`config.mk`:
```
export PLATFORM = sky130hd
export DESIGN_NAME = mmd_map
export DESIGN_NICKNAME = d
export VERILOG_FILES = /design/src/verilog/mmd_pkg.sv /design/src/verilog/mmd_map.sv /design/src/verilog/mmd_decode.sv
export SDC_FILE = /design/constraint.sdc
export NUM_CORES = 1
export LEC_CHECK = 0
export ABC_AREA = 1
export BUFFER_PORTS_ARGS = -buffer_cell sky130_fd_sc_hd__buf_2
export CORE_ASPECT_RATIO = 1.5
export CORE_UTILIZATION = 60
export DETAILED_ROUTE_END_ITERATION = 8
export PLACE_DENSITY = 0.86
export REMOVE_ABC_BUFFERS = 1
export SYNTH_ARGS = -nofsm -noshare
export SYNTH_HDL_FRONTEND = slang
export SYNTH_HIERARCHICAL = 1
export SYNTH_SLANG_ARGS = --single-unit
export TNS_END_PERCENT = 100
```
`constraint.sdc`:
```
create_clock -name sys_clk -period 7.4 [get_ports sys_clk]
set_input_delay 0.74 -clock sys_clk [delete_from_list [all_inputs] [get_ports sys_clk]]
set_output_delay 0.74 -clock sys_clk [all_outputs]
set_load 0.01 [all_outputs]
```
`src/verilog/mmd_pkg.sv`:
```
package mmd_pkg;

    // ****************************************************************
    // Address space and array sizes
    // ****************************************************************
    localparam logic [15:0] MMD_REG_BLOCK_SIZE = 16'h0080;
    localparam logic [15:0] MMD_RAM_SIZE = 16'h0300;
    localparam logic [15:0] MMD_EE_SIZE = 16'h0280;
    localparam logic [15:0] MMD_ROM_SIZE = 16'h6000;

    // ****************************************************************
    // Register offsets inside the window
    // ****************************************************************
    localparam logic [6:0] MMD_OFS_PORT_A_DATA = 7'h00;
    localparam logic [6:0] MMD_OFS_PORT_A_DIR = 7'h01;
    localparam logic [6:0] MMD_OFS_PORT_B_DIR = 7'h02;
    localparam logic [6:0] MMD_OFS_PORT_F_DIR = 7'h03;
    localparam logic [6:0] MMD_OFS_PORT_B_DATA = 7'h04;
    localparam logic [6:0] MMD_OFS_PORT_F_DATA = 7'h05;
    localparam logic [6:0] MMD_OFS_PORT_C_DATA = 7'h06;
    localparam logic [6:0] MMD_OFS_PORT_C_DIR = 7'h07;
    localparam logic [6:0] MMD_OFS_PORT_D_DATA = 7'h08;
    localparam logic [6:0] MMD_OFS_PORT_D_DIR = 7'h09;
    localparam logic [6:0] MMD_OFS_RAM_PLACE = 7'h3D;
    localparam logic [6:0] MMD_OFS_MODE_STATUS = 7'h3C;
    localparam logic [6:0] MMD_OFS_CONFIG = 7'h3F;
    localparam logic [6:0] MMD_OFS_EE_PLACE = 7'h37;
    localparam logic [6:0] MMD_REG_COUNT = 7'h0A;
    localparam logic [7:0] MMD_PORT_D_MASK = 8'h3F;

    // ****************************************************************
    // Reset values and field positions
    // ****************************************************************
    // Register block at page 0, RAM at page 0 (register wins overlap)
    localparam logic [7:0] MMD_RAM_PLACE_RST = 8'h00;
    // EEPROM page upper nibble, 4 Kbyte units
    localparam logic [7:0] MMD_EE_PLACE_RST = 8'h00;
    localparam logic [7:0] MMD_CONFIG_RST = 8'h00;
    localparam int MMD_CFG_ROM_EN_BIT = 2;
    localparam int MMD_CFG_EE_EN_BIT = 0;
    localparam logic [15:0] MMD_ROM_BASE = 16'hA000;
    localparam int MMD_MODE_SMOD_BIT = 6;
    localparam int MMD_MODE_MDA_BIT = 5;
    // Mode pins are taken on the third edge after reset release
    localparam logic [1:0] MMD_MODE_CAPTURE_CNT = 2'h2;
    localparam logic [1:0] MMD_MODE_DONE_CNT = 2'h3;

    // Result of one decode
    typedef enum logic [4:0] {
        MMD_SEL_NONE = 5'b00001,
        MMD_SEL_REG = 5'b00010,
        MMD_SEL_RAM = 5'b00100,
        MMD_SEL_EE = 5'b01000,
        MMD_SEL_ROM = 5'b10000
    } mmd_sel_t;

endpackage : mmd_pkg

```
`src/verilog/mmd_map.sv`:
```
`timescale 1ns/1ns
// What this block does
// - After reset the 128-byte register window decodes at address zero.
// - Writing the placement register moves the window to any 4 Kbyte page.
// - Mapping registers set RAM and EEPROM bases; the configuration register enables EEPROM and ROM.
// - In test mode, setting the program memory enable bit maps ROM.
// - Ranges cover 768 RAM, 640 EEPROM, 24K ROM bytes; disabled arrays omitted.
// - Registers sit at fixed offsets from the current window base.
// - Mode pins are caught on the third edge after reset release and shown in status bits.
module mmd_map #(
    parameter logic RAM_PRESENT = 1'b1,
    parameter logic EE_PRESENT = 1'b1,
    parameter logic ROM_PRESENT = 1'b1
) (
    input wire logic sys_clk,
    input wire logic reset_n,
    input wire logic [15:0] bus_addr,
    input wire logic bus_write,
    input wire logic bus_valid,
    input wire logic [7:0] bus_wdata,
    output logic [7:0] bus_rdata,
    output logic bus_reg_hit,
    output logic ram_select,
    output logic ee_select,
    output logic rom_select,
    output logic [15:0] array_addr,
    input wire logic mode_select_pin_a,
    input wire logic mode_select_pin_b,
    output logic special_mode,
    output logic [7:0] port_a_out,
    output logic [7:0] port_a_oe,
    output logic [7:0] port_b_out,
    output logic [7:0] port_b_oe,
    output logic [7:0] port_c_out,
    output logic [7:0] port_c_oe,
    output logic [7:0] port_d_out,
    output logic [7:0] port_d_oe,
    output logic [7:0] port_f_out,
    output logic [7:0] port_f_oe
);

    // ****************************************************************
    // State
    // ****************************************************************
    typedef struct packed {
        logic [1:0] mode_select_pin_a_sync;
        logic [1:0] mode_select_pin_b_sync;
        logic [1:0] settle_cnt;
        logic smod;
        logic mda;
        logic [7:0] ram_place;
        logic [7:0] ee_place;
        logic [7:0] config_bits;
        logic [9:0][7:0] regs;
    } mmd_state_t;

    mmd_state_t cur_q;
    mmd_state_t nxt_d;
    mmd_pkg::mmd_sel_t sel;
    logic [6:0] reg_offset;
    logic program_memory_enable;
    logic ee_enable;
    logic reg_wr;

    // ROM only visible once enabled; in test mode that is software's call
    assign program_memory_enable = ROM_PRESENT
        && nxt_dummy_rom(cur_q.config_bits, cur_q.smod, cur_q.mda);
    assign ee_enable = EE_PRESENT && cur_q.config_bits[mmd_pkg::MMD_CFG_EE_EN_BIT];

    function automatic logic nxt_dummy_rom(input logic [7:0] cfg, input logic smod,
                                           input logic mda);
        nxt_dummy_rom = cfg[mmd_pkg::MMD_CFG_ROM_EN_BIT] || (!smod && !mda);
    endfunction : nxt_dummy_rom

    mmd_decode u_decode (
        .addr(bus_addr),
        .reg_page(cur_q.ram_place[3:0]),
        .ram_page(cur_q.ram_place[7:4]),
        .ee_page(cur_q.ee_place[7:4]),
        .rom_en(program_memory_enable),
        .ee_en(ee_enable),
        .sel(sel),
        .reg_offset(reg_offset)
    );

    // ****************************************************************
    // Select outputs
    // ****************************************************************
    assign bus_reg_hit = bus_valid && (sel == mmd_pkg::MMD_SEL_REG);
    assign ram_select = bus_valid && RAM_PRESENT && (sel == mmd_pkg::MMD_SEL_RAM);
    assign ee_select = bus_valid && (sel == mmd_pkg::MMD_SEL_EE);
    assign rom_select = bus_valid && (sel == mmd_pkg::MMD_SEL_ROM);
    assign array_addr = bus_addr;
    assign reg_wr = bus_reg_hit && bus_write;
    assign special_mode = cur_q.smod;

    // Port drivers straight from the register copies
    assign port_a_out = cur_q.regs[0];
    assign port_a_oe = cur_q.regs[1];
    assign port_b_oe = cur_q.regs[2];
    assign port_f_oe = cur_q.regs[3];
    assign port_b_out = cur_q.regs[4];
    assign port_f_out = cur_q.regs[5];
    assign port_c_out = cur_q.regs[6];
    assign port_c_oe = cur_q.regs[7];
    assign port_d_out = cur_q.regs[8];
    assign port_d_oe = cur_q.regs[9];

    // ****************************************************************
    // Next state
    // ****************************************************************
    always_comb begin
        nxt_d = cur_q;
        nxt_d.mode_select_pin_a_sync = {cur_q.mode_select_pin_a_sync[0], mode_select_pin_a};
        nxt_d.mode_select_pin_b_sync = {cur_q.mode_select_pin_b_sync[0], mode_select_pin_b};
        // Pins are read once both sync flops hold real samples; earlier the
        // second flop still shows its reset value, not the pin
        if (cur_q.settle_cnt != mmd_pkg::MMD_MODE_DONE_CNT) begin
            nxt_d.settle_cnt = cur_q.settle_cnt + 2'h1;
        end
        if (cur_q.settle_cnt == mmd_pkg::MMD_MODE_CAPTURE_CNT) begin
            nxt_d.smod = !cur_q.mode_select_pin_b_sync[1];
            nxt_d.mda = cur_q.mode_select_pin_a_sync[1];
        end
        if (reg_wr) begin
            if (reg_offset < mmd_pkg::MMD_REG_COUNT) begin
                nxt_d.regs[reg_offset[3:0]] = bus_wdata;
                if (reg_offset == mmd_pkg::MMD_OFS_PORT_D_DATA
                    || reg_offset == mmd_pkg::MMD_OFS_PORT_D_DIR) begin
                    nxt_d.regs[reg_offset[3:0]] = bus_wdata & mmd_pkg::MMD_PORT_D_MASK;
                end
            end else if (reg_offset == mmd_pkg::MMD_OFS_RAM_PLACE) begin
                nxt_d.ram_place = bus_wdata;
            end else if (reg_offset == mmd_pkg::MMD_OFS_EE_PLACE) begin
                nxt_d.ee_place = bus_wdata;
            end else if (reg_offset == mmd_pkg::MMD_OFS_CONFIG) begin
                nxt_d.config_bits = bus_wdata;
            end
        end
    end

    // Read mux; unmapped offsets read zero
    always_comb begin
        bus_rdata = 8'h00;
        if (bus_reg_hit) begin
            if (reg_offset < mmd_pkg::MMD_REG_COUNT) begin
                bus_rdata = cur_q.regs[reg_offset[3:0]];
            end else if (reg_offset == mmd_pkg::MMD_OFS_RAM_PLACE) begin
                bus_rdata = cur_q.ram_place;
            end else if (reg_offset == mmd_pkg::MMD_OFS_EE_PLACE) begin
                bus_rdata = cur_q.ee_place;
            end else if (reg_offset == mmd_pkg::MMD_OFS_CONFIG) begin
                bus_rdata = cur_q.config_bits;
            end else if (reg_offset == mmd_pkg::MMD_OFS_MODE_STATUS) begin
                bus_rdata[mmd_pkg::MMD_MODE_SMOD_BIT] = cur_q.smod;
                bus_rdata[mmd_pkg::MMD_MODE_MDA_BIT] = cur_q.mda;
            end
        end
    end

    // ****************************************************************
    // Registers
    // ****************************************************************
    always_ff @(posedge sys_clk or negedge reset_n) begin
        if (!reset_n) begin
            cur_q <= '0;
            cur_q.ram_place <= mmd_pkg::MMD_RAM_PLACE_RST;
            cur_q.ee_place <= mmd_pkg::MMD_EE_PLACE_RST;
            cur_q.config_bits <= mmd_pkg::MMD_CONFIG_RST;
        end else begin
            cur_q <= nxt_d;
        end
    end

endmodule : mmd_map

```
`src/verilog/mmd_decode.sv`:
```
`timescale 1ns/1ns
module mmd_decode (
    addr,
    reg_page,
    ram_page,
    ee_page,
    rom_en,
    ee_en,
    sel,
    reg_offset
);
    input wire logic [15:0] addr;
    input wire logic [3:0] reg_page;
    input wire logic [3:0] ram_page;
    input wire logic [3:0] ee_page;
    input wire logic rom_en;
    input wire logic ee_en;
    output mmd_pkg::mmd_sel_t sel;
    output logic [6:0] reg_offset;

    // ****************************************************************
    // Range test
    // ****************************************************************
    function automatic logic mmd_in_range(input logic [15:0] a, input logic [15:0] base,
                                          input logic [15:0] size);
        logic [15:0] diff;
        diff = a - base;
        mmd_in_range = (diff < size);
    endfunction : mmd_in_range

    // Register window first, so it hides any array it overlaps
    always_comb begin
        reg_offset = addr[6:0];
        if (mmd_in_range(addr, {reg_page, 12'h000}, mmd_pkg::MMD_REG_BLOCK_SIZE)) begin
            sel = mmd_pkg::MMD_SEL_REG;
        end else if (mmd_in_range(addr, {ram_page, 12'h000}, mmd_pkg::MMD_RAM_SIZE)) begin
            sel = mmd_pkg::MMD_SEL_RAM;
        end else if (ee_en && mmd_in_range(addr, {ee_page, 12'h000},
                                           mmd_pkg::MMD_EE_SIZE)) begin
            sel = mmd_pkg::MMD_SEL_EE;
        end else if (rom_en && mmd_in_range(addr, mmd_pkg::MMD_ROM_BASE,
                                            mmd_pkg::MMD_ROM_SIZE)) begin
            sel = mmd_pkg::MMD_SEL_ROM;
        end else begin
            sel = mmd_pkg::MMD_SEL_NONE;
        end
    end

endmodule : mmd_decode

```
### After elaboration in Yosys (flattened, before gate mapping)

Index checks and enable logic that the tools add are counted.

| storage, ports and cells | value |
|---|---|
| register bits | 112 |
| bits of input ports | 30 |
| word-level logic and storage cells | 82 |

| operators by class | value |
|---|---|
| add/subtract/negate cells | 5 |
| $lt $le $gt $ge | 7 |
| equal/unequal tests | 12 |
| multiplexer cells | 19 |
| bitwise logic cells | 3 |
| reductions and logical operators | 18 |

Operators by type and width:

| cell | number |
|---|---|
| $bwmux 80 | 2 |
| $mux 80 | 1 |
| $mux 8 | 6 |
| $sub 16x16->16 | 3 |
| $bmux 8 s4 | 1 |
| $demux 8 s4 | 1 |
| $lt 16x10->1 const B | 2 |
| $eq 7x6->1 const B | 4 |
| $mux 5 | 5 |
| $lt 16x15->1 const B | 1 |
| $lt 16x8->1 const B | 1 |
| $sub 16x16->16 const B | 1 |
| $eq 7x4->1 const B | 2 |
| $logic_and 1x1->1 | 9 |
| $lt 7x4->1 const B | 1 |
| $eq 5x2->1 const B | 1 |
| $eq 5x3->1 const B | 1 |
| $eq 5x4->1 const B | 1 |
| $eq 5x5->1 const B | 1 |
| $lt 4x5->1 const B | 1 |
| $reduce_and 5->1 | 1 |
| $ge 4x1->1 const B | 1 |
| $mux 2 | 2 |
| $reduce_and 4->1 | 1 |
| 9 further kinds | 14 |

### Depth between registers and ports, before layout

| logic depth | value |
|---|---|
| depth after elaboration | 12 |
| gate-level depth with buffers | 21 |
| mapped depth without buffers | 21 |

### By module

The synthesis kept the hierarchy.

Modules (own cells, without submodules):

| module | times used | cells each | area each (sq um) | sequential area each (sq um) |
|---|---|---|---|---|
| mmd_map | 1 | 934 | 6495.0 | 2802.7 |
| mmd_decode | 1 | 116 | 665.6 | 0.0 |

### Least setup slack after synthesis

No wires, ideal clock.

| timing | value |
|---|---|
| kind | input port to output port |
| start point | input bus_addr[12] |
| end point | output bus_rdata[0] |
| arrival | 3.130 ns |
| slack | 3.530 ns |
| stages on the path | 17 |
| path buffers | 0 |
| cell sequence | inv_1 > ha_1 > inv_1 > fa_1 > nor3_1 > nand2_1 > nor2_1 > nand2_2 > nand2_2 > nor2_1 > inv_1 > nand2_1 > nor3_1 > o21ai_0 > inv_1 > nand2_1 > a21oi_1 |

RTL lines:

| what | line | text |
|---|---|---|
| start, declared | mmd_map.sv:17 | `input wire logic [15:0] bus_addr,` |
| $sub 16x16->16 | mmd_decode.sv:27 | `diff = a - base;` |
| $lt 16x10->1 | mmd_decode.sv:28 | `mmd_in_range = (diff < size);` |
| $logic_and 1x1->1 | mmd_decode.sv:38 | `end else if (ee_en && mmd_in_range(addr, {ee_page, 12'h000},` |
| $mux 5 | mmd_decode.sv:38 |  |
| $mux 5 | mmd_decode.sv:36 | `end else if (mmd_in_range(addr, {ram_page, 12'h000}, mmd_pkg::MMD_RAM_SIZE)) begin` |
| $mux 5 (*) | mmd_decode.sv:34 | `if (mmd_in_range(addr, {reg_page, 12'h000}, mmd_pkg::MMD_REG_BLOCK_SIZE)) begin` |
| via sel[3] | mmd_map.sv:59 | `mmd_pkg::mmd_sel_t sel;` |
| $eq 5x2->1 (*) | mmd_map.sv:89 | `assign bus_reg_hit = bus_valid && (sel == mmd_pkg::MMD_SEL_REG);` |
| $logic_and 1x1->1 (*) | mmd_map.sv:89 |  |
| via bus_reg_hit | mmd_map.sv:22 | `output logic bus_reg_hit,` |
| $mux 8 (*) | mmd_map.sv:145 | `if (bus_reg_hit) begin` |
| end, declared | mmd_map.sv:21 | `output logic [7:0] bus_rdata,` |

Mark *: on every way through the listed nets, which the timed path passes. The rest lies on a longest branch.

### Final worst setup path

| timing | value |
|---|---|
| start point | input bus_addr[12] |
| end point | output bus_rdata[0] |

| between the ends | value |
|---|---|
| cells in the longest elaborated chain, start to end | 10 |

Ends and longest elaborated chain:

| what | line | text |
|---|---|---|
| $sub 16x16->16 | mmd_decode.sv:27 |  |
| $lt 16x15->1 | mmd_decode.sv:28 |  |
| $logic_and 1x1->1 | mmd_decode.sv:41 | `end else if (rom_en && mmd_in_range(addr, mmd_pkg::MMD_ROM_BASE,` |
| $mux 5 | mmd_decode.sv:41 |  |
| $mux 5 | mmd_decode.sv:38 |  |
| $mux 5 | mmd_decode.sv:36 |  |
| $mux 5 (*) | mmd_decode.sv:34 |  |
| via sel[0] | mmd_map.sv:59 |  |
| $eq 5x2->1 (*) | mmd_map.sv:89 |  |
| $logic_and 1x1->1 (*) | mmd_map.sv:89 |  |
| $mux 8 (*) | mmd_map.sv:145 |  |

Marked as above.

==> impl_metrics.prom <==
# TYPE chip_impl_metric gauge
chip_impl_info{name="run_status",value="complete, no violations"} 1
chip_impl_metric{name="finish.utilization",unit="%"} 64.4
chip_impl_info{name="clk_root_buffer_cell",value="sky130_fd_sc_hd__clkbuf_16"} 1
chip_impl_metric{name="ys_warn_count",unit=""} 6
chip_impl_metric{name="route.detailed.vias_per_inst",unit=""} 5.16
chip_impl_metric{name="worstPathArrival",unit="ps"} 3770
chip_impl_metric{name="slew-limit-headroom",unit="%"} 38.2
chip_impl_metric{name="critical_path.max_fanout",unit=""} 9
chip_impl_info{name="critical_path_cell_by_cell",value="buf_2 > inv_1 > ha_1 > inv_1 > fa_1 > nor2_1 > nand2_1 > nor2_8 > nand2_2 > nand2_1 > nor2_1 > inv_1 > nand2_1 > nor3_1 > o21ai_0 > inv_1 > nand2_1 > a21oi_1 > buf_2"} 1
chip_impl_metric{name="core-area",unit="sq um"} 11600
chip_impl_metric{name="path_clk_slew",unit="ps"} 70
chip_impl_info{name="hold_path.class",value="flip-flop to flip-flop"} 1
chip_impl_metric{name="layout_worst_path_cycle_share",unit="%"} 60.9
chip_impl_metric{name="yosysUniqueCellTypes",unit=""} 29
chip_impl_metric{name="worstPathBufferInverterCount",unit=""} 6
chip_impl_metric{name="synth-edff-count",unit=""} 0
chip_impl_metric{name="die-height",unit="um"} 136
chip_impl_metric{name="fin_skew",unit="ps"} 9.35
chip_impl_metric{name="synth-seq-cells",unit=""} 112
chip_impl_metric{name="synthDominantCellAreaShare",unit="%"} 39.1
chip_impl_metric{name="internal_power_consumption",unit="uW"} 887
chip_impl_info{name="rsz0062_at_grt",value="false"} 1
chip_impl_metric{name="place.detailed.hpwl",unit="mm"} 13.3
chip_impl_metric{name="seqCellArea",unit="sq um"} 2800
chip_impl_metric{name="numPlacedInstances",unit=""} 1212
chip_impl_info{name="critical_path.startpoint_type",value="input pin"} 1
chip_impl_metric{name="core_rows",unit=""} 48
chip_impl_metric{name="floorplan.initialDensity",unit="%"} 61.8
chip_impl_metric{name="seq_power_share",unit="%"} 51.1
chip_impl_info{name="synthMostInstantiatedCell",value="sky130_fd_sc_hd__nand2_1"} 1
chip_impl_metric{name="netSwitchingFraction",unit="%"} 26.3
chip_impl_info{name="synth_top_cells_by_area",value="sky130_fd_sc_hd__dfrtp_1, sky130_fd_sc_hd__nand2_1, sky130_fd_sc_hd__buf_4"} 1
chip_impl_metric{name="setup_viols_final",unit=""} 0
chip_impl_metric{name="yosysSeqAreaShare",unit="%"} 39.1
chip_impl_metric{name="worst_hold_path.num_cells",unit=""} 0
chip_impl_info{name="slowest_cell_on_the_critical_path",value="sky130_fd_sc_hd__nor3_1"} 1
chip_impl_info{name="timing.rr.end",value="port_b_out[7]"} 1
chip_impl_metric{name="gp_routability_congestion",unit=""} 0.915
chip_impl_metric{name="num-nets-final",unit=""} 1118
chip_impl_metric{name="grt_overflow",unit=""} 0
chip_impl_metric{name="required",unit="ps"} 6660
chip_impl_metric{name="io_pins",unit=""} 139
chip_impl_metric{name="syn_area_per_cell",unit="sq um"} 6.82
chip_impl_metric{name="syn-cell-area",unit="sq um"} 7160
chip_impl_metric{name="synthArstFlopShare",unit="%"} 100
chip_impl_metric{name="cts_made_buffers",unit=""} 9
chip_impl_info{name="hold_path.startpoint",value="cur_q[108]"} 1
chip_impl_metric{name="vias",unit=""} 6334
chip_impl_metric{name="layout-drive-gt1-share",unit="%"} 17.6
chip_impl_metric{name="grt_pass1_wl",unit="mm"} 28.5
chip_impl_info{name="synth.cells.most_frequent",value="sky130_fd_sc_hd__nand2_1, sky130_fd_sc_hd__dfrtp_1, sky130_fd_sc_hd__inv_1, sky130_fd_sc_hd__buf_4, sky130_fd_sc_hd__nor2_1"} 1
chip_impl_metric{name="syn_inst_count",unit=""} 1050
chip_impl_metric{name="ff2ff_setup_slack",unit="ps"} 4160
chip_impl_info{name="timing.setup.critical_path_class",value="input pin to primary output"} 1
chip_impl_metric{name="first_global_vias",unit=""} 5860
chip_impl_info{name="dominantRegCellSynth",value="sky130_fd_sc_hd__dfrtp_1"} 1
chip_impl_metric{name="worst_pin_slew",unit="ps"} 919
chip_impl_metric{name="layout.cells.non_filler",unit=""} 1228
chip_impl_metric{name="htreeDepth",unit=""} 3
chip_impl_metric{name="combinational_fraction_of_design_power",unit="%"} 10.1
chip_impl_metric{name="buffer_depth_of_the_longest_clock_path",unit=""} 2
chip_impl_metric{name="holdBufCountCts",unit=""} 0
chip_impl_metric{name="finalHoldViolations",unit=""} 0
chip_impl_info{name="family_of_cells_with_the_greatest_summed_delay_on_the_critical_path",value="simple AND/OR/NAND/NOR gates"} 1
chip_impl_metric{name="grt_start_max_net_pins",unit=""} 68
chip_impl_metric{name="drt_iter0_drc",unit=""} 506
chip_impl_metric{name="routedWlPerCell",unit="um"} 14.6
chip_impl_metric{name="total_switching_power",unit="uW"} 316
chip_impl_metric{name="setup-tns-final",unit="ps"} 0
chip_impl_metric{name="timing.critical_path.slowest_cell_delay",unit="ps"} 760
chip_impl_metric{name="port_buffers",unit=""} 138
chip_impl_metric{name="p_per_cell_area",unit="nW/um^2"} 161
chip_impl_info{name="crit_path_end_kind",value="primary output"} 1
chip_impl_metric{name="ir_worst_vdd",unit="V"} 0.000127
chip_impl_metric{name="cts.sinks",unit=""} 112
chip_impl_metric{name="cts.repair.resized",unit=""} 0
chip_impl_metric{name="drv_slew",unit=""} 0
chip_impl_metric{name="clk-insertion-delay-late",unit="ps"} 350
chip_impl_metric{name="flow.area_growth_from_synthesis",unit="%"} 4.32
chip_impl_metric{name="track_usage",unit="%"} 29.8
chip_impl_metric{name="worst-r2r-cell-count",unit=""} 18
chip_impl_metric{name="multi_input_area",unit="sq um"} 3060
chip_impl_info{name="regToRegStartpoint",value="cur_q[92]"} 1
chip_impl_metric{name="fmax",unit="MHz"} 222
chip_impl_info{name="cts_tree",value="yes"} 1
chip_impl_info{name="whs_endpoint",value="cur_q[109]"} 1
chip_impl_metric{name="die_area",unit="sq um"} 12400
chip_impl_metric{name="cellLeakagePower",unit="nW"} 4.40
chip_impl_metric{name="drtPass1Iterations",unit=""} 5
chip_impl_metric{name="drc",unit=""} 0
chip_impl_metric{name="maxCapViolations",unit=""} 0
chip_impl_metric{name="final.fill_count",unit=""} 1013
chip_impl_metric{name="clock_power_share",unit="%"} 38.8
chip_impl_metric{name="postRouteWirelength",unit="mm"} 18.0
chip_impl_metric{name="final_antenna_diode_count",unit=""} 0
chip_impl_metric{name="drtAntennaViolNets",unit=""} 0
chip_impl_info{name="cell_taking_the_most_area_after_synthesis",value="sky130_fd_sc_hd__dfrtp_1"} 1
chip_impl_metric{name="number_of_antenna_violations_at_the_first_check_in_global_routing",unit=""} 0
chip_impl_metric{name="holdWs",unit="ps"} 363
chip_impl_metric{name="finalWorstPathRequiredPeriod",unit="ps"} 4510
chip_impl_metric{name="die_width",unit="um"} 91.2
chip_impl_metric{name="post-cts-setup-buffer-count",unit=""} 0
[placed cells by master (no fill, tap or decap), types with 2 or more instances in the layout]
| master | netlist | routed |
|---|---|---|
| sky130_fd_sc_hd__nand2_2 | 9 | 9 |
| sky130_fd_sc_hd__buf_2 | 4 | 137 |
| sky130_fd_sc_hd__nor4_1 | 2 | 2 |
| sky130_fd_sc_hd__fa_1 | 3 | 3 |
| sky130_fd_sc_hd__xnor2_1 | 2 | 2 |
| sky130_fd_sc_hd__ha_1 | 12 | 12 |
| sky130_fd_sc_hd__nor2_1 | 70 | 70 |
| sky130_fd_sc_hd__buf_4 | 103 | 4 |
| sky130_fd_sc_hd__nand2_1 | 466 | 466 |
| sky130_fd_sc_hd__nand3_1 | 47 | 47 |
| sky130_fd_sc_hd__inv_6 | 0 | 2 |
| sky130_fd_sc_hd__o21bai_1 | 7 | 7 |
| sky130_fd_sc_hd__o21ai_0 | 43 | 43 |
| sky130_fd_sc_hd__a21oi_1 | 9 | 9 |
| sky130_fd_sc_hd__nand4_1 | 3 | 3 |
| sky130_fd_sc_hd__clkbuf_16 | 0 | 9 |
| sky130_fd_sc_hd__nor2_2 | 14 | 14 |
| sky130_fd_sc_hd__dfrtp_1 | 112 | 112 |
| sky130_fd_sc_hd__inv_1 | 107 | 107 |
| sky130_fd_sc_hd__inv_2 | 4 | 4 |
| sky130_fd_sc_hd__nor3_1 | 3 | 3 |
[how the worst max path moves through the flow]
stage	start	end	depth (start not counted)
6_report	bus_addr[12]	bus_rdata[0]	19
5_1_grt	bus_addr[12]	bus_rdata[0]	19
4_1_cts	bus_addr[12]	bus_rdata[0]	19
3_5_place_dp	bus_addr[12]	bus_rdata[0]	19
3_3_place_gp	bus_addr[12]	bus_rdata[1]	19
2_1_floorplan	bus_addr[12]	bus_rdata[0]	17
[power by group through the flow]
| stage | Clock [mW] | Combinational (mW) | Sequential, mW |
|---|---|---|---|
| 3_3_place_gp | 0 | 0.119 | 0.626 |
| 4_1_cts | 0.467 | 0.121 | 0.614 |
| 2_1_floorplan | 0 | 0.0560 | 0.626 |
| 3_5_place_dp | 0 | 0.120 | 0.626 |
| 5_1_grt | 0.491 | 0.136 | 0.614 |
| 6_report | 0.467 | 0.122 | 0.614 |
[worst reg2reg max path: stages (launching register included)]
cell and delay (ps):
sky130_fd_sc_hd__dfrtp_1 410, sky130_fd_sc_hd__ha_1 220, sky130_fd_sc_hd__inv_1 90, sky130_fd_sc_hd__fa_1 420, sky130_fd_sc_hd__nor2_1 110, sky130_fd_sc_hd__nand2_1 130, sky130_fd_sc_hd__nor2_8 140, sky130_fd_sc_hd__nand2_2 60
sky130_fd_sc_hd__nand2_1 50, sky130_fd_sc_hd__nor2_1 50, sky130_fd_sc_hd__inv_1 40, sky130_fd_sc_hd__nand2_1 90, sky130_fd_sc_hd__nor2_1 120, sky130_fd_sc_hd__nand3_1 160, sky130_fd_sc_hd__nor2_2 210, sky130_fd_sc_hd__nand2_2 260
sky130_fd_sc_hd__nor2_2 400, sky130_fd_sc_hd__nand2_1 110, sky130_fd_sc_hd__nand2_1 110
[final cells by class]
cell class	count	area share (%)
Clock inverter	5	0.519
Clock buffer	11	3.25
Timing Repair Buffer	141	9.58
Sequential cell	112	37.5
Tap cell	150	2.51
Multi-Input combinational cell	697	41.0
Inverter	112	5.63
[metal layers]
| metal | wire length (um) | vias up | GRT usage [%] |
|---|---|---|---|
| met3 | 1230 | 57 | 3.93 |
| li1 | - | 3122 | - |
| met5 | 0 | - | 0 |
| met1 | 6760 | 2859 | 35.0 |
| met2 | 9120 | 296 | 52.7 |
| met4 | 837 | 0 | 16.3 |
[through the flow]
step	area [sq um]	power, mW	worst slack [ps]
2_1_floorplan	6280	0.682	3530
3_3_place_gp	7190	0.745	3090
3_5_place_dp	7190	0.747	2950
4_1_cts	7470	1.20	2940
5_1_grt	7470	1.24	2650
6_report	7470	1.20	2890
[cell families (layout without fill, tap and decap cells)]
kind of cell	after synthesis	after routing	share of synthesized area [%]
xor gates and xnor gates	2	2	0.245
DFF	112	112	39.1
muxes	1	1	0.157
and+or+nand+nor	619	619	34.9
buffers and inverters	241	269	18.1
adders and majority gates	15	15	2.94
AOI/OAI and AO/OA	60	60	4.49
Note: power is estimated with default switching activity, not from simulation.
